### src/core/cfsb_pkg.sv
// Package for the converter fault status bank.
// Assumes one 100 MHz core clock; no timing counts are needed.
package cfsb_pkg;

  // ----------------------------------------------------------------
  // Command codes
  // ----------------------------------------------------------------
  localparam logic [7:0] CMD_OUT_CURRENT  = 8'h7B;
  localparam logic [7:0] CMD_INPUT_SUPPLY = 8'h7C;
  localparam logic [7:0] CMD_DIE_TEMP     = 8'h7D;
  localparam logic [7:0] CMD_OTHER_ERROR_FLAG_A_LOGIC   = 8'h7E;

  // ----------------------------------------------------------------
  // Supported bit masks per register
  // ----------------------------------------------------------------
  localparam logic [7:0] MASK_OUT_CURRENT  = 8'hB0;
  localparam logic [7:0] MASK_INPUT_LATCH  = 8'hE0;
  localparam logic [7:0] MASK_DIE_TEMP     = 8'hC0;
  localparam logic [7:0] MASK_OTHER_ERROR_FLAG_A_LOGIC   = 8'hFA;

  // ----------------------------------------------------------------
  // Field positions
  // ----------------------------------------------------------------
  localparam int BIT_OUT_OVERCURRENT_FAULT   = 7;
  localparam int BIT_OUT_OVERCURRENT_WARNING = 5;
  localparam int BIT_OUT_UNDERCURRENT_FAULT  = 4;
  localparam int BIT_INPUT_OV_FAULT          = 7;
  localparam int BIT_INPUT_OV_WARNING        = 6;
  localparam int BIT_INPUT_UV_WARNING        = 5;
  localparam int BIT_INPUT_OFF_INDICATION    = 3;
  localparam int BIT_OVERTEMP_FAULT          = 7;
  localparam int BIT_OVERTEMP_WARNING        = 6;
  localparam int BIT_BAD_COMMAND             = 7;
  localparam int BIT_BAD_DATA                = 6;
  localparam int BIT_PACKET_CHECK            = 5;
  localparam int BIT_MEMORY_ERROR            = 4;
  localparam int BIT_LOGIC_CORE_ERROR        = 3;
  localparam int BIT_OTHER_ERROR_A           = 1;

  // ----------------------------------------------------------------
  // Reset values
  // ----------------------------------------------------------------
  localparam logic [7:0] RESET_STATUS     = 8'h00;
  localparam logic [7:0] RESET_ALERT_MASK = 8'h00;
  localparam logic [2:0] SYNC_RESET       = 3'h0;

endpackage

### src/core/cfsb_bank.sv
// Latched fault and warning status bank of a stackable buck converter.
// Assumes the command decoder hands over byte reads and writes already
// parsed, with a one-cycle strobe; fault detectors drive pulses or levels.
`timescale 1ns/1ns

// Notes on behaviour
// [RULE1] Each register is one byte read or one byte written per transaction.
// [RULE2] Latched bits clear by clear-faults or by writing one; zero writes hold.
// [RULE3] Output current: overcurrent fault bit7, warning bit5, undercurrent fault bit4.
// [RULE4] Output current bits 6 and 3:0 ignore writes and read zero.
// [RULE5] Input: overvoltage fault bit7, overvoltage warning bit6, undervoltage warning bit5.
// [RULE6] Input bit 3 is live: one while the power input is off.
// [RULE7] Live input-off is set when input below turn-on or aux supply in lockout.
// [RULE8] Input-off shows from reset and never raises the alert.
// [RULE9] Undervoltage warning alert stays masked until input first passes turn-on.
// [RULE10] Input bits 4 and 2:0 read zero.
// [RULE11] Temperature: fault bit7, warning bit6, bits 5:0 read zero.
// [RULE12] Communication bit7 latches on an invalid command code.
// [RULE13] Communication bit6 latches on invalid data with a command.
// [RULE14] Communication bit5 latches on a packet error check failure.
// [RULE15] Communication bit4 latches memory errors, bit3 logic core errors.
// [RULE16] Communication bit1 latches other errors; bits 2 and 0 read zero.
// [RULE17] Each alert-capable bit has a mask bit that blocks its alert.
// [RULE18] A secondary reports back-channel trouble as a communication fault.
// [RULE19] Status byte communication summary is the OR of communication bits.
// [RULE20] Latched bits stay set after the cause goes until cleared.
module cfsb_bank
  import cfsb_pkg::*;
(
  input  wire logic       REF_CLK_IN,          // 100 MHz core clock
  input  wire logic       NRST_IN,             // Async reset, active low
  input  wire logic       WR_STB_IN,           // Write byte strobe
  input  wire logic       RD_STB_IN,           // Read byte strobe
  input  wire logic [7:0] CMD_CODE_IN,         // Command code
  input  wire logic [7:0] WR_DATA_IN,          // Write data byte
  input  wire logic       CLEAR_FAULTS_IN,     // Global clear pulse
  input  wire logic [7:0] MASK_WR_CODE_IN,     // Register the mask write targets
  input  wire logic [7:0] MASK_WR_DATA_IN,     // Mask byte
  input  wire logic       MASK_WR_STB_IN,      // Mask write strobe
  input  wire logic       OUT_OC_FAULT_IN,     // Overcurrent fault event
  input  wire logic       OUT_OC_WARN_IN,      // Overcurrent warning event
  input  wire logic       OUT_UC_FAULT_IN,     // Undercurrent fault event
  input  wire logic       IN_OV_FAULT_IN,      // Input overvoltage fault event
  input  wire logic       IN_OV_WARN_IN,       // Input overvoltage warning event
  input  wire logic       IN_UV_WARN_IN,       // Input undervoltage warning event
  input  wire logic       INPUT_ABOVE_ON_IN,   // Power input above turn-on, async
  input  wire logic       AUX_FIVE_UVLO_IN,    // Aux 5 V supply in lockout, async
  input  wire logic       OT_FAULT_IN,         // Overtemperature fault event
  input  wire logic       OT_WARN_IN,          // Overtemperature warning event
  input  wire logic       BAD_COMMAND_IN,      // Invalid command code event
  input  wire logic       BAD_DATA_IN,         // Invalid data event
  input  wire logic       PEC_FAIL_IN,         // Packet check failure event
  input  wire logic       MEM_ERROR_IN,        // Memory error event
  input  wire logic       CORE_ERROR_IN,       // Logic core error event
  input  wire logic       OTHER_OTHER_ERROR_FLAG_A_ERROR_IN, // Other other_error_flag_a error event
  input  wire logic       BACK_CHANNEL_ERR_IN, // Back-channel error event
  input  wire logic       IS_SECONDARY_IN,     // Device is a stack secondary
  output logic [7:0]      RD_DATA_OUT,         // Read data byte
  output logic            RD_VALID_OUT,        // Read data valid pulse
  output logic            ALERT_OUT,           // Alert request, active high
  output logic            OTHER_ERROR_FLAG_A_SUMMARY_OUT     // Status byte other_error_flag_a bit
);

  // ----------------------------------------------------------------
  // State
  // ----------------------------------------------------------------
  logic [7:0] out_current_status;
  logic [7:0] input_supply_status;
  logic [7:0] die_temp_status;
  logic [7:0] other_error_flag_a_logic_status;
  logic [7:0] mask_out_current;
  logic [7:0] mask_input;
  logic [7:0] mask_temp;
  logic [7:0] mask_other_error_flag_a;
  logic       uv_armed;
  logic [7:0] rd_data;
  logic       rd_valid;
  logic       alert;
  logic       other_error_flag_a_summary;

  logic [7:0] next_out_current_status;
  logic [7:0] next_input_supply_status;
  logic [7:0] next_die_temp_status;
  logic [7:0] next_other_error_flag_a_logic_status;
  logic [7:0] next_mask_out_current;
  logic [7:0] next_mask_input;
  logic [7:0] next_mask_temp;
  logic [7:0] next_mask_other_error_flag_a;
  logic       next_uv_armed;
  logic [7:0] next_rd_data;
  logic       next_rd_valid;
  logic       next_alert;
  logic       next_other_error_flag_a_summary;

  logic       input_above_on;
  logic       aux_uvlo;
  logic       input_off_indication;

  // ----------------------------------------------------------------
  // Synchronised live inputs
  // ----------------------------------------------------------------
  cfsb_sync u_sync_on (
    .clk_in    (REF_CLK_IN),
    .nrst_in   (NRST_IN),
    .async_in  (INPUT_ABOVE_ON_IN),
    .level_out (input_above_on)
  );

  cfsb_sync u_sync_aux (
    .clk_in    (REF_CLK_IN),
    .nrst_in   (NRST_IN),
    .async_in  (AUX_FIVE_UVLO_IN),
    .level_out (aux_uvlo)
  );

  // Off from reset until input is seen above turn-on and aux is good
  assign input_off_indication = !input_above_on || aux_uvlo; // see [RULE7] see [RULE8]

  // ----------------------------------------------------------------
  // Helpers
  // ----------------------------------------------------------------
  // Set wins over clear; write-one clears, write-zero holds
  function automatic logic [7:0] latch_update(
    input logic [7:0] cur,
    input logic [7:0] set,
    input logic [7:0] supported,
    input logic       wr_hit,
    input logic [7:0] wdata,
    input logic       clr_all
  );
    logic [7:0] clr;
    clr = clr_all ? 8'hFF : (wr_hit ? wdata : 8'h00);       // see [RULE2]
    return ((cur & ~clr) | set) & supported;                 // see [RULE20]
  endfunction

  function automatic logic [7:0] mask_update(
    input logic [7:0] cur,
    input logic       hit,
    input logic [7:0] wdata,
    input logic [7:0] supported
  );
    return hit ? (wdata & supported) : cur;
  endfunction

  // One-hot register select from a command code; zero when unmapped
  function automatic logic [3:0] reg_select(
    input logic [7:0] code
  );
    logic [3:0] sel;
    sel = 4'h0;
    if (code == CMD_OUT_CURRENT) begin
      sel[0] = 1'b1;
    end else if (code == CMD_INPUT_SUPPLY) begin
      sel[1] = 1'b1;
    end else if (code == CMD_DIE_TEMP) begin
      sel[2] = 1'b1;
    end else if (code == CMD_OTHER_ERROR_FLAG_A_LOGIC) begin
      sel[3] = 1'b1;
    end
    return sel;
  endfunction

  // ----------------------------------------------------------------
  // Status latches
  // ----------------------------------------------------------------
  always_comb begin
    logic [7:0] set_oc;
    logic [7:0] set_in;
    logic [7:0] set_ot;
    logic [7:0] set_cm;
    logic [3:0] wsel;
    set_oc = 8'h00;
    set_in = 8'h00;
    set_ot = 8'h00;
    set_cm = 8'h00;
    wsel   = reg_select(CMD_CODE_IN);
    set_oc[BIT_OUT_OVERCURRENT_FAULT]   = OUT_OC_FAULT_IN;   // see [RULE3]
    set_oc[BIT_OUT_OVERCURRENT_WARNING] = OUT_OC_WARN_IN;
    set_oc[BIT_OUT_UNDERCURRENT_FAULT]  = OUT_UC_FAULT_IN;
    set_in[BIT_INPUT_OV_FAULT]          = IN_OV_FAULT_IN;    // see [RULE5]
    set_in[BIT_INPUT_OV_WARNING]        = IN_OV_WARN_IN;
    set_in[BIT_INPUT_UV_WARNING]        = IN_UV_WARN_IN;
    set_ot[BIT_OVERTEMP_FAULT]          = OT_FAULT_IN;       // see [RULE11]
    set_ot[BIT_OVERTEMP_WARNING]        = OT_WARN_IN;
    set_cm[BIT_BAD_COMMAND]             = BAD_COMMAND_IN;    // see [RULE12]
    set_cm[BIT_BAD_DATA]                = BAD_DATA_IN;       // see [RULE13]
    set_cm[BIT_PACKET_CHECK]            = PEC_FAIL_IN;       // see [RULE14]
    set_cm[BIT_MEMORY_ERROR]            = MEM_ERROR_IN;      // see [RULE15]
    set_cm[BIT_LOGIC_CORE_ERROR]        = CORE_ERROR_IN;
    set_cm[BIT_OTHER_ERROR_A]           = OTHER_OTHER_ERROR_FLAG_A_ERROR_IN
                                        | (IS_SECONDARY_IN & BACK_CHANNEL_ERR_IN); // see [RULE16] see [RULE18]

    // Unsupported bits are forced to zero and ignore writes
    next_out_current_status = latch_update(out_current_status, set_oc, MASK_OUT_CURRENT,
      WR_STB_IN && wsel[0], WR_DATA_IN, CLEAR_FAULTS_IN); // see [RULE4]
    next_input_supply_status = latch_update(input_supply_status, set_in, MASK_INPUT_LATCH,
      WR_STB_IN && wsel[1], WR_DATA_IN, CLEAR_FAULTS_IN); // see [RULE10]
    next_die_temp_status = latch_update(die_temp_status, set_ot, MASK_DIE_TEMP,
      WR_STB_IN && wsel[2], WR_DATA_IN, CLEAR_FAULTS_IN);
    next_other_error_flag_a_logic_status = latch_update(other_error_flag_a_logic_status, set_cm, MASK_OTHER_ERROR_FLAG_A_LOGIC,
      WR_STB_IN && wsel[3], WR_DATA_IN, CLEAR_FAULTS_IN);

    // Undervoltage warning alert armed once input first exceeds turn-on
    next_uv_armed = uv_armed | input_above_on;                // see [RULE9]
  end

  // ----------------------------------------------------------------
  // Alert masks
  // ----------------------------------------------------------------
  always_comb begin
    logic       hit;
    logic [3:0] msel;
    hit  = MASK_WR_STB_IN;
    msel = reg_select(MASK_WR_CODE_IN);
    next_mask_out_current = mask_update(mask_out_current,
      hit && msel[0], MASK_WR_DATA_IN, MASK_OUT_CURRENT); // see [RULE17]
    next_mask_input = mask_update(mask_input,
      hit && msel[1], MASK_WR_DATA_IN, MASK_INPUT_LATCH);
    next_mask_temp = mask_update(mask_temp,
      hit && msel[2], MASK_WR_DATA_IN, MASK_DIE_TEMP);
    next_mask_other_error_flag_a = mask_update(mask_other_error_flag_a,
      hit && msel[3], MASK_WR_DATA_IN, MASK_OTHER_ERROR_FLAG_A_LOGIC);
  end

  // ----------------------------------------------------------------
  // Read port, alert and summary
  // ----------------------------------------------------------------
  always_comb begin
    logic [7:0] in_read;
    logic [7:0] in_alert;
    in_read = input_supply_status;
    in_read[BIT_INPUT_OFF_INDICATION] = input_off_indication;  // see [RULE6]
    // Reads see the registers as they stood before a same-cycle write
    next_rd_valid = RD_STB_IN;                                 // see [RULE1]
    next_rd_data  = rd_data;
    if (RD_STB_IN) begin
      if (CMD_CODE_IN == CMD_OUT_CURRENT) begin
        next_rd_data = out_current_status;
      end else if (CMD_CODE_IN == CMD_INPUT_SUPPLY) begin
        next_rd_data = in_read;
      end else if (CMD_CODE_IN == CMD_DIE_TEMP) begin
        next_rd_data = die_temp_status;
      end else if (CMD_CODE_IN == CMD_OTHER_ERROR_FLAG_A_LOGIC) begin
        next_rd_data = other_error_flag_a_logic_status;
      end else begin
        next_rd_data = 8'h00;
      end
    end
    // Input-off never reaches the alert; undervoltage needs arming
    in_alert = input_supply_status & ~mask_input;              // see [RULE8]
    if (!uv_armed) begin
      in_alert[BIT_INPUT_UV_WARNING] = 1'b0;                   // see [RULE9]
    end
    next_alert = |(out_current_status & ~mask_out_current)
               | |in_alert
               | |(die_temp_status & ~mask_temp)
               | |(other_error_flag_a_logic_status & ~mask_other_error_flag_a);            // see [RULE17]
    // Summary moves in the same cycle as the status it summarises
    next_other_error_flag_a_summary = |next_other_error_flag_a_logic_status;               // see [RULE19]
  end

  // ----------------------------------------------------------------
  // Registers
  // ----------------------------------------------------------------
  always_ff @(posedge REF_CLK_IN or negedge NRST_IN) begin
    if (!NRST_IN) begin
      out_current_status  <= RESET_STATUS;
      input_supply_status <= RESET_STATUS;
      die_temp_status     <= RESET_STATUS;
      other_error_flag_a_logic_status   <= RESET_STATUS;
      mask_out_current    <= RESET_ALERT_MASK;
      mask_input          <= RESET_ALERT_MASK;
      mask_temp           <= RESET_ALERT_MASK;
      mask_other_error_flag_a           <= RESET_ALERT_MASK;
      uv_armed            <= 1'b0;
      rd_data             <= 8'h00;
      rd_valid            <= 1'b0;
      alert               <= 1'b0;
      other_error_flag_a_summary        <= 1'b0;
    end else begin
      out_current_status  <= next_out_current_status;
      input_supply_status <= next_input_supply_status;
      die_temp_status     <= next_die_temp_status;
      other_error_flag_a_logic_status   <= next_other_error_flag_a_logic_status;
      mask_out_current    <= next_mask_out_current;
      mask_input          <= next_mask_input;
      mask_temp           <= next_mask_temp;
      mask_other_error_flag_a           <= next_mask_other_error_flag_a;
      uv_armed            <= next_uv_armed;
      rd_data             <= next_rd_data;
      rd_valid            <= next_rd_valid;
      alert               <= next_alert;
      other_error_flag_a_summary        <= next_other_error_flag_a_summary;
    end
  end

  // ----------------------------------------------------------------
  // Outputs
  // ----------------------------------------------------------------
  assign RD_DATA_OUT      = rd_data;
  assign RD_VALID_OUT     = rd_valid;
  assign ALERT_OUT        = alert;
  assign OTHER_ERROR_FLAG_A_SUMMARY_OUT = other_error_flag_a_summary;

endmodule

### src/core/cfsb_sync.sv
// Three-stage synchroniser for one asynchronous level.
// Assumes the level comes from outside the clock domain.
`timescale 1ns/1ns
module cfsb_sync
  import cfsb_pkg::*;
(
  input  wire logic clk_in,   // Core clock
  input  wire logic nrst_in,  // Async reset, active low
  input  wire logic async_in, // Level from outside
  output logic      level_out // Filtered level
);

  logic [2:0] stage;
  logic [2:0] next_stage;
  logic       level;
  logic       next_level;

  assign level_out = level;

  always_comb begin
    next_stage = {stage[1:0], async_in};
    next_level = level;
    // Change counts once the second and third stages agree
    if (stage[1] == stage[2]) begin
      next_level = stage[2];
    end
  end

  always_ff @(posedge clk_in or negedge nrst_in) begin
    if (!nrst_in) begin
      stage <= SYNC_RESET;
      level <= 1'b0;
    end else begin
      stage <= next_stage;
      level <= next_level;
    end
  end

endmodule

### config.mk
export PLATFORM = sky130hd
export DESIGN_NAME = cfsb_bank
export DESIGN_NICKNAME = d
export VERILOG_FILES = /design/src/core/cfsb_pkg.sv /design/src/core/cfsb_bank.sv /design/src/core/cfsb_sync.sv
export SDC_FILE = /design/constraint.sdc
export NUM_CORES = 1
export LEC_CHECK = 0
export BUFFER_PORTS_ARGS = -buffer_cell sky130_fd_sc_hd__buf_4
export CAP_MARGIN = 40
export CORE_UTILIZATION = 45
export CTS_BUF_LIST = sky130_fd_sc_hd__clkbuf_4 sky130_fd_sc_hd__clkbuf_8
export DETAILED_ROUTE_END_ITERATION = 16
export GPL_TIMING_DRIVEN = 0
export MAX_ROUTING_LAYER = met4
export PLACE_DENSITY = 0.72
export SLEW_MARGIN = 10
export SYNTH_ARGS = -nofsm -noshare
export SYNTH_HDL_FRONTEND = slang
export SYNTH_SLANG_ARGS = --single-unit
### constraint.sdc
create_clock -name REF_CLK_IN -period 1.87 [get_ports REF_CLK_IN]
set_clock_uncertainty 0.05 [all_clocks]
set_input_delay 0.187 -clock REF_CLK_IN [delete_from_list [all_inputs] [get_ports REF_CLK_IN]]
set_output_delay 0.187 -clock REF_CLK_IN [all_outputs]
set_load 0.005 [all_outputs]
* After elaboration in Yosys (flattened, before gate mapping)
Index checks and enable logic that the tools add are counted. W data, S select, Z words.
Word-level totals: register bits 48, bits in latches 0, RAM bits 0, bits in read-only memories 0, output and inout port bits 11, word-level logic and storage cells 95, memories kept 0
Cells by class: add/sub/neg operators 0, multiply operators 0, divide/modulo/power cells 0, order comparisons 0, equality and inequality tests 10, shifts and indexed selects 0, muxes and demuxes 27, bitwise gates (word level) 26, reduce and logical (&&, ||, !) cells 15
Operators with widths (number):
- $mux W8 | 12
- $and A8 B8 Y8 | 8
- $eq A8 B7 Y1 const B | 8
- $not A8 Y8 | 8
- $or A8 B8 Y8 | 4
- $reduce_or A8 Y1 | 4
- $mux W1 | 11
- $logic_and A1 B1 Y1 | 8
- $mux W3 | 2
- $reduce_or A6 Y1 | 1
- $or A1 B1 Y1 | 5
- $mux W2 | 2
- $eq A1 B1 Y1 | 2
- $and A1 B1 Y1 | 1
- $logic_not A1 Y1 | 1
- $logic_or A1 B1 Y1 | 1

* Logic depth before layout (Yosys ltp)
Gate-level depths: netlist (run 1).
depth after elaboration 12, mapped depth 5, gate-level depth less buffers 4

* By module
From an unflattened synthesis (run 1), not the netlist that was laid out.
Unflattened totals: cells, all modules 183, area, all modules 2122.0 µm²
Modules (own cells, without submodules):
- cfsb_bank | instances 1, cells an instance 173, area an instance 1899.3 µm², seq. area each 950.9 µm²
- cfsb_sync | instances 2, cells an instance 5, area an instance 111.4 µm², seq. area each 100.1 µm²

* Worst setup path before layout (run 1)
Ideal clock, no wire load.
path kind input port to flip-flop, start point input CMD_CODE_IN[0], end point register other_error_flag_a_summary, in the netlist OTHER_ERROR_FLAG_A_SUMMARY_OUT, arrival 1.448 ns, data required time 1.681 ns, slack 0.234 ns, stages on the path 5, cell sequence buf_6 -> nand4bb_4 -> o32a_1 -> o21bai_1 -> or4_1
Between the ends: word-level cells in the longest chain between the ends 12, elaborated cells between the ends (all ways) 15
RTL lines:
- from (decl) | line cfsb_bank.sv:34 | input wire logic [7:0] CMD_CODE_IN,
- $eq A8 B7 Y1 | line cfsb_bank.sv:157 | end else if (code == CMD_OTHER_ERROR_FLAG_A_LOGIC) begin
- $mux W1 | line cfsb_bank.sv:157
- $mux W1 | line cfsb_bank.sv:155 | end else if (code == CMD_DIE_TEMP) begin
- $mux W2 | line cfsb_bank.sv:153 | end else if (code == CMD_INPUT_SUPPLY) begin
- $mux W3 * | line cfsb_bank.sv:151 | if (code == CMD_OUT_CURRENT) begin
- $logic_and A1 B1 Y1 * | line cfsb_bank.sv:201 | WR_STB_IN && wsel[3], WR_DATA_IN, CLEAR_FAULTS_IN);
- $mux W8 * (2 in a row) | line cfsb_bank.sv:132 | clr = clr_all ? 8'hFF : (wr_hit ? wdata : 8'h00);
- $not A8 Y8 * | line cfsb_bank.sv:133 | return ((cur & ~clr) | set) & supported;
- $and A8 B8 Y8 * | line cfsb_bank.sv:133
- $or A8 B8 Y8 * | line cfsb_bank.sv:133
- via next_other_error_flag_a_logic_status[6] | line cfsb_bank.sv:84 | logic [7:0] next_other_error_flag_a_logic_status;
- $reduce_or A6 Y1 * | line cfsb_bank.sv:259 | next_other_error_flag_a_summary = |next_other_error_flag_a_logic_status;
- via next_other_error_flag_a_summary | line cfsb_bank.sv:93 | logic next_other_error_flag_a_summary;
- to (signal assigned) | line cfsb_bank.sv:293 | other_error_flag_a_summary <= next_other_error_flag_a_summary;
- to (decl) | line cfsb_bank.sv:79 | logic other_error_flag_a_summary;
The timed path passes the listed nets; every way through them passes the cells marked *. A chain may end at the register's enable or synchronous reset.

* Worst setup path after layout (run 1)
start point register other_error_flag_a_logic_status[6], end point register other_error_flag_a_summary, in the netlist OTHER_ERROR_FLAG_A_SUMMARY_OUT
Between the ends: word-level cells in the longest chain between the ends 3
RTL lines:
- from (decl) | line cfsb_bank.sv:70 | logic [7:0] other_error_flag_a_logic_status;
- from (signal assigned) | line cfsb_bank.sv:284 | other_error_flag_a_logic_status <= next_other_error_flag_a_logic_status;
- $and A8 B8 Y8 | line cfsb_bank.sv:133
- $or A8 B8 Y8 | line cfsb_bank.sv:133
- via next_other_error_flag_a_logic_status[6] | line cfsb_bank.sv:84
- $reduce_or A6 Y1 | line cfsb_bank.sv:259
- via next_other_error_flag_a_summary | line cfsb_bank.sv:93
The timed path passes the listed nets, and every way through them passes these cells.

==> qor.yml, run 1 <==
cp_slowest_stage_delay_ps: 500
dpl_cell_area_sq_um: 2580
relSlewSlack_pct: 58.48
grt_pass1_vias: 1677
finalHoldViolCount: 0
antenna_cells: 0
clockBufferDepth: 2
fin_ws_ps: 293.9
leakage_nw: 1.245
hpwl_mm: 3.534
place_ws_ps: 34.02
grt_max_degree: 47
syn_area_sq_um: 2078
cts_tree: "done"
ys_ff_latch: 46
die_h_microns: 69.96
avgRoutedWirePerCell_microns: 15.27
fin_cells: 307
cts_sinks: 46
tightest_slew_ps: 618.1
ys_types: 39
cp.arrival_ps: 1690
root_buffer: "clkbuf_8"
die_x_microns: 69.96
status: "completed"
synth_cells: 184
vias: 1681
antenna_found_initial: 0
syn_avg_cell_area_sq_um: 11.29
synthArstFlopShare_pct: 100.0
nNetsFinal: 310
synth_flop_cell: "dfrtp_1"
drive_above_1_share_pct: 38.04
overflow: 0
rsz0062_at_grt: "false"
area_delta_synth_final_pct: 30.64
p_per_area_nw_per_um2: 722.8
dieArea_sq_um: 4894
insertion_delay_ps: 300
maxCapViolCount: 0
ant_nets: 0
peakVddDrop_uv: 366.8
clk_pin_slew_ps: 80
viasPerCell: 5.476
cts-buffers-inserted: 5
grt_usage_pct: 21.12
setup_viol: 0
startpoint_type: "flip-flop"
yosysTopAreaCell: "dfrtp_1"
gp_congestion: 0.8486
synth_edf_count: 0
place_inst: 295
dr.pass1.iters: 5
max_freq_mhz: 634.5
worstSetupPathType: "flip-flop to flip-flop"
io_pins: 67
critPathCaptureType: "flip-flop"
critical-path-top-delay-family: "simple AND/OR/NAND/NOR gates"
crit_chain: "nor2b_1 -> o32a_1 -> o21bai_1 -> or4_1"
postCtsSetupBuffers: 0
slew_viol_final: 0
port_buffers: 57
drc_errors: 0
initial_core_util_pct: 47.40
period_needed_ps: 1576
grt_pass1_wl_mm: 7.852
coreArea_sq_um: 4384
synth_top_area_share_pct: 55.39
critPathRequiredTime_ps: 1990
drtIter0Drc: 133
crit_buf_inv: 0
synth-seq-area-share_pct: 55.39
stdcell_area_sq_um: 2715
rows: 24
period_share_pct: 84.29
num-fill-cells: 365
cp_slowest_cell: "or4_1"
wirelength_mm: 4.689
ys_warn_count: 0
synthTopCellsByArea: "dfrtp_1 (55%), mux2_2 (8.1%), inv_1 (3.4%)"
hp-class: "input port to flip-flop"
cts_max_level: 2
crit_fanout: 3
-- worst reg2reg max path: stages (launching register included) --
cell and delay [ps]:
dfrtp_1 390, nor2b_1 130, o32a_1 190, o21bai_1 190, or4_1 500
-- path summary, 6_finish.rpt --
check                                                                   from                                  endpoint  slack [ps]  cells past startpoint
worst min register to register                 u_sync_aux.stage[0]$_DFF_PN0_             u_sync_aux.stage[1]$_DFF_PN0_         300                      0
worst max-delay path            other_error_flag_a_logic_status[6]$_DFF_PN0_  OTHER_ERROR_FLAG_A_SUMMARY_OUT$_DFF_PN0_         290                      4
worst max register to register  other_error_flag_a_logic_status[6]$_DFF_PN0_  OTHER_ERROR_FLAG_A_SUMMARY_OUT$_DFF_PN0_         290                      4
worst min-delay path                                          IN_OV_FAULT_IN          input_supply_status[7]$_DFF_PN0_          20                      2
min in group asynchronous                                            NRST_IN                RD_DATA_OUT[1]$_DFFE_PN0P_         370                      2
max in group asynchronous                                            NRST_IN          input_supply_status[6]$_DFF_PN0_        1000                      2
-- state kept, by name (all words and copies together) (netlist names), 2 cells and up --
register and count:
RD_DATA_OUT 6, mask_other_error_flag_a 6, other_error_flag_a_logic_status 6, input_supply_status 3, mask_input 3, mask_out_current 3
out_current_status 3, u_sync_aux.stage 3, u_sync_on.stage 3, die_temp_status 2, mask_temp 2
-- power breakdown --
part           internal [mW]  switching, mW  leakage (nW)  total, mW
Sequential              1.04         0.0328         0.555       1.08
Combinational          0.140          0.112         0.643      0.252
Clock                  0.297          0.336        0.0472      0.633
-- logic make-up after synthesis --
kind of cell,Yosys count,share of synthesized area (%)
simple gates,56,16.68
mux,17,9.091
other cells,1,0.1804
fa+ha+maj,2,0.9633
buf+inv,26,5.539
compound gates,36,12.16
flops,46,55.39
-- final cells by class --
type | count | area (sq um) | share of cell area (%)
Clock inverter | 2 | 12.51 | 0.4608
Buffer | 7 | 43.79 | 1.613
Timing Repair Buffer | 62 | 473.0 | 17.42
Sequential cell | 46 | 1151 | 42.40
Clock buffer | 6 | 82.58 | 3.041
Inverter | 19 | 71.32 | 2.627
Multi-Input combinational cell | 113 | 815.8 | 30.05
Tap cell | 52 | 65.06 | 2.396
-- placed cells by master (no fill, tap or decap), types with 2 or more instances in the layout --
cell,n
nor2b_1,2
nor4_1,2
mux2i_1,2
nor3b_1,2
clkbuf_8,6
nand3b_1,5
nand2_1,10
a21oi_1,8
a31o_2,8
clkbuf_1,2
o311ai_0,2
conb_1,2
nand4_1,5
buf_2,3
dfrtp_1,46
a22oi_1,3
maj3_1,2
o21ai_0,5
buf_4,59
nand4b_1,2
nor2_1,9
o22ai_1,4
mux2_2,15
inv_1,19
nor3_1,3
nand3_1,8
nand2b_1,2
dlygate4sd3_1,4
-- stage by stage --
| step | util, % | power (mW) | hold WS [ps] | TNS [ps] |
|---|---|---|---|---|
| after floorplan | - | 1.193 | -158.6 | 0 |
| after global placement | 58.73 | 1.339 | 176.6 | -15.08 |
| after detailed placement | 58.85 | 1.343 | 180.4 | 0 |
| after CTS | 61.93 | 1.976 | 19.01 | 0 |
| after global routing | 61.93 | 2.047 | 10.66 | 0 |
| final | 61.93 | 1.962 | 21.24 | 0 |
-- metal layers --
metal | wire, microns | global-route usage (%) | part of all wire [%]
met1 | 2257 | 29.31 | 48
met4 | 34 | 5.333 | 0.73
met2 | 2137 | 31.09 | 46
met5 | 0 | - | 0
met3 | 260 | 5.483 | 5.5
-- cells in the mapped netlist (3+ instances only) --
master / instances
a21oi_1: 8
o21ai_0: 5
a22oi_1: 3
nand3b_1: 5
nand2_1: 10
nor2_1: 9
o22ai_1: 4
mux2_2: 15
nand3_1: 8
inv_1: 19
dfrtp_1: 46
a31o_2: 8
nor3_1: 3
nand4_1: 5
-- timing repair --
item	CTS	global route
gates resized for setup	0	0
hold buffers	4	0
hold endpoints to repair	49	0
Note: power is estimated with default switching activity, not from simulation.
==> run 2: changes to the inputs <==
--- a/config.mk
+++ b/config.mk
@@ -12,7 +12,7 @@
 export DETAILED_ROUTE_END_ITERATION = 16
 export GPL_TIMING_DRIVEN = 0
 export MAX_ROUTING_LAYER = met4
-export PLACE_DENSITY = 0.72
+export PLACE_DENSITY = 0.75
 export SLEW_MARGIN = 10
 export SYNTH_ARGS = -nofsm -noshare
 export SYNTH_HDL_FRONTEND = slang
==> constraint.sdc (replaced) <==
create_clock -name REF_CLK_IN -period 1.3 [get_ports REF_CLK_IN]
set_clock_uncertainty 0.05 [all_clocks]
set_input_delay 0.13 -clock REF_CLK_IN [delete_from_list [all_inputs] [get_ports REF_CLK_IN]]
set_output_delay 0.13 -clock REF_CLK_IN [all_outputs]
set_load 0.005 [all_outputs]
==> run 2 against run 1 <==
The flow now finishes with violations (negative setup slack). Non-clock buffer count up 10. Highest routed layer unchanged. Final cell count up 3.3%. Global-route usage up 1.5 points. Count of clock-buffer cells in the layout unchanged. Sequential cell count unchanged. Cell area up 6.1%. Sequential share of layout area down 2.4 points. Critical path depth unchanged. Register-to-register slack worse by 480 ps.
==> qor.yml, run 2 (same netlist as run 1, synthesis figures left out) <==
relSlewSlack_pct: 62.08  # +3.6 points
period_share_pct: 114.2  # +30 points
gp_congestion: 0.8061  # -5.0%
startpoint_type: "flip-flop"
critPathRequiredTime_ps: 1430  # -560 ps
use_met2_pct: 35.36  # +4.3 points
grt_pass1_wl_mm: 8.355  # +6.4%
tns_ps: -184.4  # -184.4 ps
port_buffers: 57  # unchanged
clockBufferDepth: 2  # unchanged
avgRoutedWirePerCell_microns: 16.02  # +4.9%
cts_max_level: 2  # unchanged
period_needed_ps: 1484  # -91.76 ps
drtIter0Drc: 117  # -12%
dieArea_sq_um: 4894  # unchanged
antenna_found_initial: 0  # unchanged
fin_ws_ps: -184.4  # -478.2 ps
grt_max_degree: 47  # unchanged
io_pins: 67  # unchanged
hpwl_mm: 3.772  # +6.7%
die_x_microns: 69.96  # unchanged
status: "complete, but fails checks"
tightest_slew_ps: 568.8  # -49.26 ps
max_freq_mhz: 673.7  # +6.2%
insertion_delay_ps: 300  # about the same
cts_sinks: 46  # unchanged
worstSetupPathType: "flip-flop to flip-flop"
viasPerCell: 5.517  # +0.76%
area_delta_synth_final_pct: 38.65
dr.pass1.iters: 4  # -1
wirelength_mm: 5.078  # +8.3%
slew_viol_final: 0  # unchanged
mostFrequentLayoutCell: "buf_4"
coreArea_sq_um: 4384  # unchanged
grt.busiest_layer: "met2"
layout_common_cells: "buf_4 (61), dfrtp_1 (46), inv_1 (19), dlygate4sd3_1 (14), mux2_2 (12)"
root_buffer: "clkbuf_8"
rows: 24  # unchanged
maxCapViolCount: 0  # unchanged
cts-buffers-inserted: 5  # unchanged
vias: 1749  # +4.0%
fin_cells: 317  # +3.3%
setup_viol: 1  # +1
clk_pin_slew_ps: 80  # about the same
dpl_cell_area_sq_um: 2625  # +1.7%
use_met3_pct: 5.339  # -0.14 points
grt_pass1_vias: 1855  # +11%
hold_ws_ps: 3.274  # -17.97 ps
stdcell_area_sq_um: 2882  # +6.1%
grtUsageMet1_pct: 28.69  # -0.61 points
cts_tree: "done"
die_h_microns: 69.96  # unchanged
drc_errors: 0  # unchanged
leakage_nw: 1.305  # +4.8%
finalHoldViolCount: 0  # unchanged
grt_usage_pct: 22.59  # +1.5 points
ant_nets: 0  # unchanged
violations: "negative setup slack"
peakVddDrop_uv: 734.3  # +100%
hp-class: "input port to flip-flop"
rsz0062_at_grt: "true"
cp.arrival_ps: 1610  # -80 ps
initial_core_util_pct: 47.40  # unchanged
antenna_cells: 0  # unchanged
nNetsFinal: 320  # +3.2%
overflow: 0  # unchanged
crit_fanout: 2  # -1
critPathCaptureType: "flip-flop"
drive_above_1_share_pct: 38.49  # +0.45 points
p_per_area_nw_per_um2: 997.9  # +38%
place_inst: 294  # -0.34%
## run 2: through the flow
stage / utilization, % / power, mW / setup slack (ps)
global route: 65.72 / 2.998 / -246.1
floorplan: - / 1.728 / -199.7
global placement: 59.87 / 1.940 / -360.8
detailed placement: 59.87 / 1.953 / -367.1
CTS: 65.41 / 2.881 / -160.3
finish: 65.72 / 2.875 / -184.4
## run 2: area by class of cell
class / count / area, sq um
fillers: 345 / 1503
flip-flops and latches: 46 / 1151
multi-input cells: 113 / 873.3
repair buffers: 72 / 575.6
clock buffers: 6 / 82.58
inverters: 19 / 71.32
well taps: 52 / 65.06
plain buffers: 7 / 50.05
clock inverters: 2 / 12.51
## run 2: repair_timing
item                       4_1_cts  5_1_grt
buffers inserted                 1        0
gates cloned                     0        0
setup endpoints to repair        1        5
pin swaps                        0        0
hold endpoints to repair        59        0
gates resized for setup          0        2
hold buffers                    14        0
## run 2: per-layer routing
layer | vias to the layer above | share of wire [%]
met4 | 0 | 2.4
met1 | 862 | 44
met3 | 13 | 5.1
li1 | 817 | -
met2 | 57 | 48
met5 | - | 0
## run 2: where the power goes
group	internal, mW	switching, mW	leakage (nW)
clock network	0.427	0.481	0.0472
logic	0.232	0.181	0.703
registers	1.50	0.0514	0.555
total	2.16	0.713	1.31
## run 2: worst max-delay path, cell delays in order (launching register included)
cell	delay, ps
dfrtp_1	390
nor2b_1	140
o32a_1	180
o21bai_1	190
or4_1	420
## run 2: worst paths after layout
path	to	slack (ps)	start	cells after the start
min in group asynchronous	u_sync_on.stage[0]$_DFF_PN0_	320	NRST_IN	2
worst min register to register	u_sync_aux.stage[1]$_DFF_PN0_	310	u_sync_aux.stage[0]$_DFF_PN0_	0
max in group asynchronous	other_error_flag_a_logic_status[6]$_DFF_PN0_	490	NRST_IN	2
worst max-delay path	OTHER_ERROR_FLAG_A_SUMMARY_OUT$_DFF_PN0_	-180	other_error_flag_a_logic_status[6]$_DFF_PN0_	4
worst min-delay path	mask_other_error_flag_a[1]$_DFFE_PN0P_	3	MASK_WR_DATA_IN[1]	2
worst max register to register	OTHER_ERROR_FLAG_A_SUMMARY_OUT$_DFF_PN0_	-180	other_error_flag_a_logic_status[6]$_DFF_PN0_	4
==> run 3: changes to the inputs <==
--- a/config.mk
+++ b/config.mk
@@ -12,7 +12,7 @@
 export DETAILED_ROUTE_END_ITERATION = 16
 export GPL_TIMING_DRIVEN = 0
 export MAX_ROUTING_LAYER = met4
-export PLACE_DENSITY = 0.75
+export PLACE_DENSITY = 0.72
 export SLEW_MARGIN = 10
 export SYNTH_ARGS = -nofsm -noshare
 export SYNTH_HDL_FRONTEND = slang
==> constraint.sdc (replaced) <==
create_clock -name REF_CLK_IN -period 1.6 [get_ports REF_CLK_IN]
set_clock_uncertainty 0.05 [all_clocks]
set_input_delay 0.16 -clock REF_CLK_IN [delete_from_list [all_inputs] [get_ports REF_CLK_IN]]
set_output_delay 0.16 -clock REF_CLK_IN [all_outputs]
set_load 0.005 [all_outputs]
==> run 3 against run 2 <==
The run now ends clean. Final cell count fell by 1.3%. Clock power fell by 4.3%. Die area did not move. Combinational power fell by 26%. Worst setup slack improved by 280 ps. Critical path depth did not move. Utilization fell by 1.9 points. Via count fell by 2.1%. Maximum frequency fell by 1.2%. Global-route usage fell by 1.0 points. Wire length fell by 6.0%. Largest cell class unchanged. Largest power group unchanged.
==> qor.yml, run 3 (same netlist as run 1, synthesis figures left out) <==
viasPerCell: 5.470  # -0.86%
dr.pass1.iters: 6  # +2
p_per_area_nw_per_um2: 870.5  # -13%
cts_sinks: 46  # unchanged
leakage_nw: 1.281  # -1.8%
cts-buffers-inserted: 5  # unchanged
dieArea_sq_um: 4894  # unchanged
max_freq_mhz: 665.5  # -1.2%
stdcell_area_sq_um: 2800  # -2.8%
rsz0062_at_grt: "false"
root_buffer: "clkbuf_8"
crit_chain: "nor2b_1 -> o32a_1 -> o21bai_1 -> or4_1"
cts_tree: "done"
cp_slowest_stage_delay_ps: 430  # about the same
initial_core_util_pct: 47.40  # unchanged
grt_max_degree: 47  # unchanged
hpwl_mm: 3.640  # -3.5%
port_buffers: 57  # unchanged
finalHoldViolCount: 0  # unchanged
period_share_pct: 93.92  # -20 points
rows: 24  # unchanged
cp_slowest_cell: "or4_1"
grt_usage_pct: 21.57  # -1.0 points
startpoint_type: "flip-flop"
grt_pass1_vias: 1651  # -11%
die_h_microns: 69.96  # unchanged
worstReg2RegEnd: "OTHER_ERROR_FLAG_A_SUMMARY_OUT$_DFF_PN0_"
coreArea_sq_um: 4384  # unchanged
net-switching-power_uw: 541.8  # -24%
dpl_cell_area_sq_um: 2586  # -1.5%
antenna_cells: 0  # unchanged
layout_common_cells: "buf_4 (59), dfrtp_1 (46), inv_1 (19), mux2_2 (15)"
tightest_slew_ps: 579.7  # +10.90 ps
clk_pin_slew_ps: 80  # about the same
mostFrequentLayoutCell: "buf_4"
antenna_found_initial: 0  # unchanged
area_delta_synth_final_pct: 34.74
maxCapViolCount: 0  # unchanged
r2r_start: "other_error_flag_a_logic_status[6]$_DFF_PN0_"
cp.arrival_ps: 1620  # about the same
seq_power_share_pct: 51.7  # -2.3 points
insertion_delay_ps: 290  # about the same
clockBufferDepth: 2  # unchanged
cp-startpoint: "other_error_flag_a_logic_status[6]$_DFF_PN0_"
cts_max_level: 2  # unchanged
worstSetupPathType: "flip-flop to flip-flop"
die_x_microns: 69.96  # unchanged
setup_viol: 0  # -1
gp_congestion: 0.8272  # +2.6%
slew_viol_final: 0  # unchanged
crit_fanout: 3  # +1
status: "completed"
drtIter0Drc: 123  # +5.1%
internal-power_mw: 1.896  # -12%
hp-class: "input port to flip-flop"
hold_ws_ps: 7.948  # +4.674 ps
postCtsSetupBuffers: 0  # -1
avgRoutedWirePerCell_microns: 15.25  # -4.8%
p_comb_share_pct: 12.6  # -1.8 points
drive_above_1_share_pct: 37.16  # -1.3 points
critPathRequiredTime_ps: 1710  # +280 ps
endpoint: "OTHER_ERROR_FLAG_A_SUMMARY_OUT$_DFF_PN0_"
critPathCaptureType: "flip-flop"
ant_nets: 0  # unchanged
overflow: 0  # unchanged
nNetsFinal: 316  # -1.3%
wirelength_mm: 4.772  # -6.0%
drc_errors: 0  # unchanged
p_sw_share_pct: 22.23  # -2.6 points
io_pins: 67  # unchanged
r2r_slack_ps: 100  # +280 ps
clockPowerShare_pct: 35.7  # +4.1 points
peakVddDrop_uv: 494.3  # -33%
grt_pass1_wl_mm: 7.824  # -6.4%
vias: 1712  # -2.1%
relSlewSlack_pct: 61.05  # -1.0 points
worstRegToRegCells: 4  # unchanged
period_needed_ps: 1503  # +18.35 ps
run 3: per-layer routing:
| layer | wire length (microns) | GRT usage [%] | up-vias |
|---|---|---|---|
| li1 | - | - | 815 |
| met1 | 2152 | 29.30 | 822 |
| met2 | 2202 | 30.88 | 68 |
| met3 | 336 | 5.772 | 7 |
| met4 | 80 | 8.667 | 0 |
| met5 | 0 | - | - |
run 3: critical path: cells and delay by family (launching register included):
| kind | cells | cell delay, ps |
|---|---|---|
| DFF | 1 | 390 |
| AOI/OAI and AO/OA | 2 | 370 |
| and+or+nand+nor | 2 | 560 |
run 3: worst min path at each step:
stage                                from                               end  slack [ps]  depth (start not counted)
after floorplan                   NRST_IN               ALERT_OUT$_DFF_PN0_        -190                          0
after global placement            NRST_IN     u_sync_aux.stage[0]$_DFF_PN0_         150                          1
after detailed placement          NRST_IN     u_sync_aux.stage[0]$_DFF_PN0_         150                          1
after CTS                   IN_UV_WARN_IN  input_supply_status[5]$_DFF_PN0_           2                          2
after global routing      OUT_UC_FAULT_IN   out_current_status[4]$_DFF_PN0_           3                          2
final                     OUT_UC_FAULT_IN   out_current_status[4]$_DFF_PN0_           8                          2
run 3: metrics by stage:
stage | setup TNS, ps | instances | setup WS [ps] | util (%) | total power, mW
after CTS | 0 | 313 | 41.52 | 63.87 | 2.466
final | 0 | 313 | 97.27 | 63.87 | 2.437
after global placement | -1925 | 294 | -261.6 | 58.73 | 1.565
after floorplan | 0 | 185 | 22.06 | - | 1.394
after global routing | 0 | 313 | 36.55 | 63.87 | 2.542
after detailed placement | -990.6 | 295 | -180.3 | 58.99 | 1.572
run 3: power groups by stage:
stage	logic (mW)	registers [mW]	clock network (mW)
after floorplan	0.124	1.27	0
after global placement	0.283	1.28	0
after detailed placement	0.289	1.28	0
after CTS	0.309	1.26	0.897
after global routing	0.340	1.27	0.933
final	0.307	1.26	0.870
run 3: timing repair:
action	4_1_cts	5_1_grt
gates resized for setup	0	2
setup endpoints to repair	0	1
hold buffers	10	0
endpoints found under the hold margin	55	0
run 3: cell type report:
type,count,area (sq um)
Fill cell,359,1584
Clock buffer,7,83.83
Sequential cell,46,1151
Timing Repair Buffer,68,539.3
Inverter,19,71.32
Buffer,7,43.79
Multi-Input combinational cell,113,815.8
Clock inverter,1,30.03
Tap cell,52,65.06
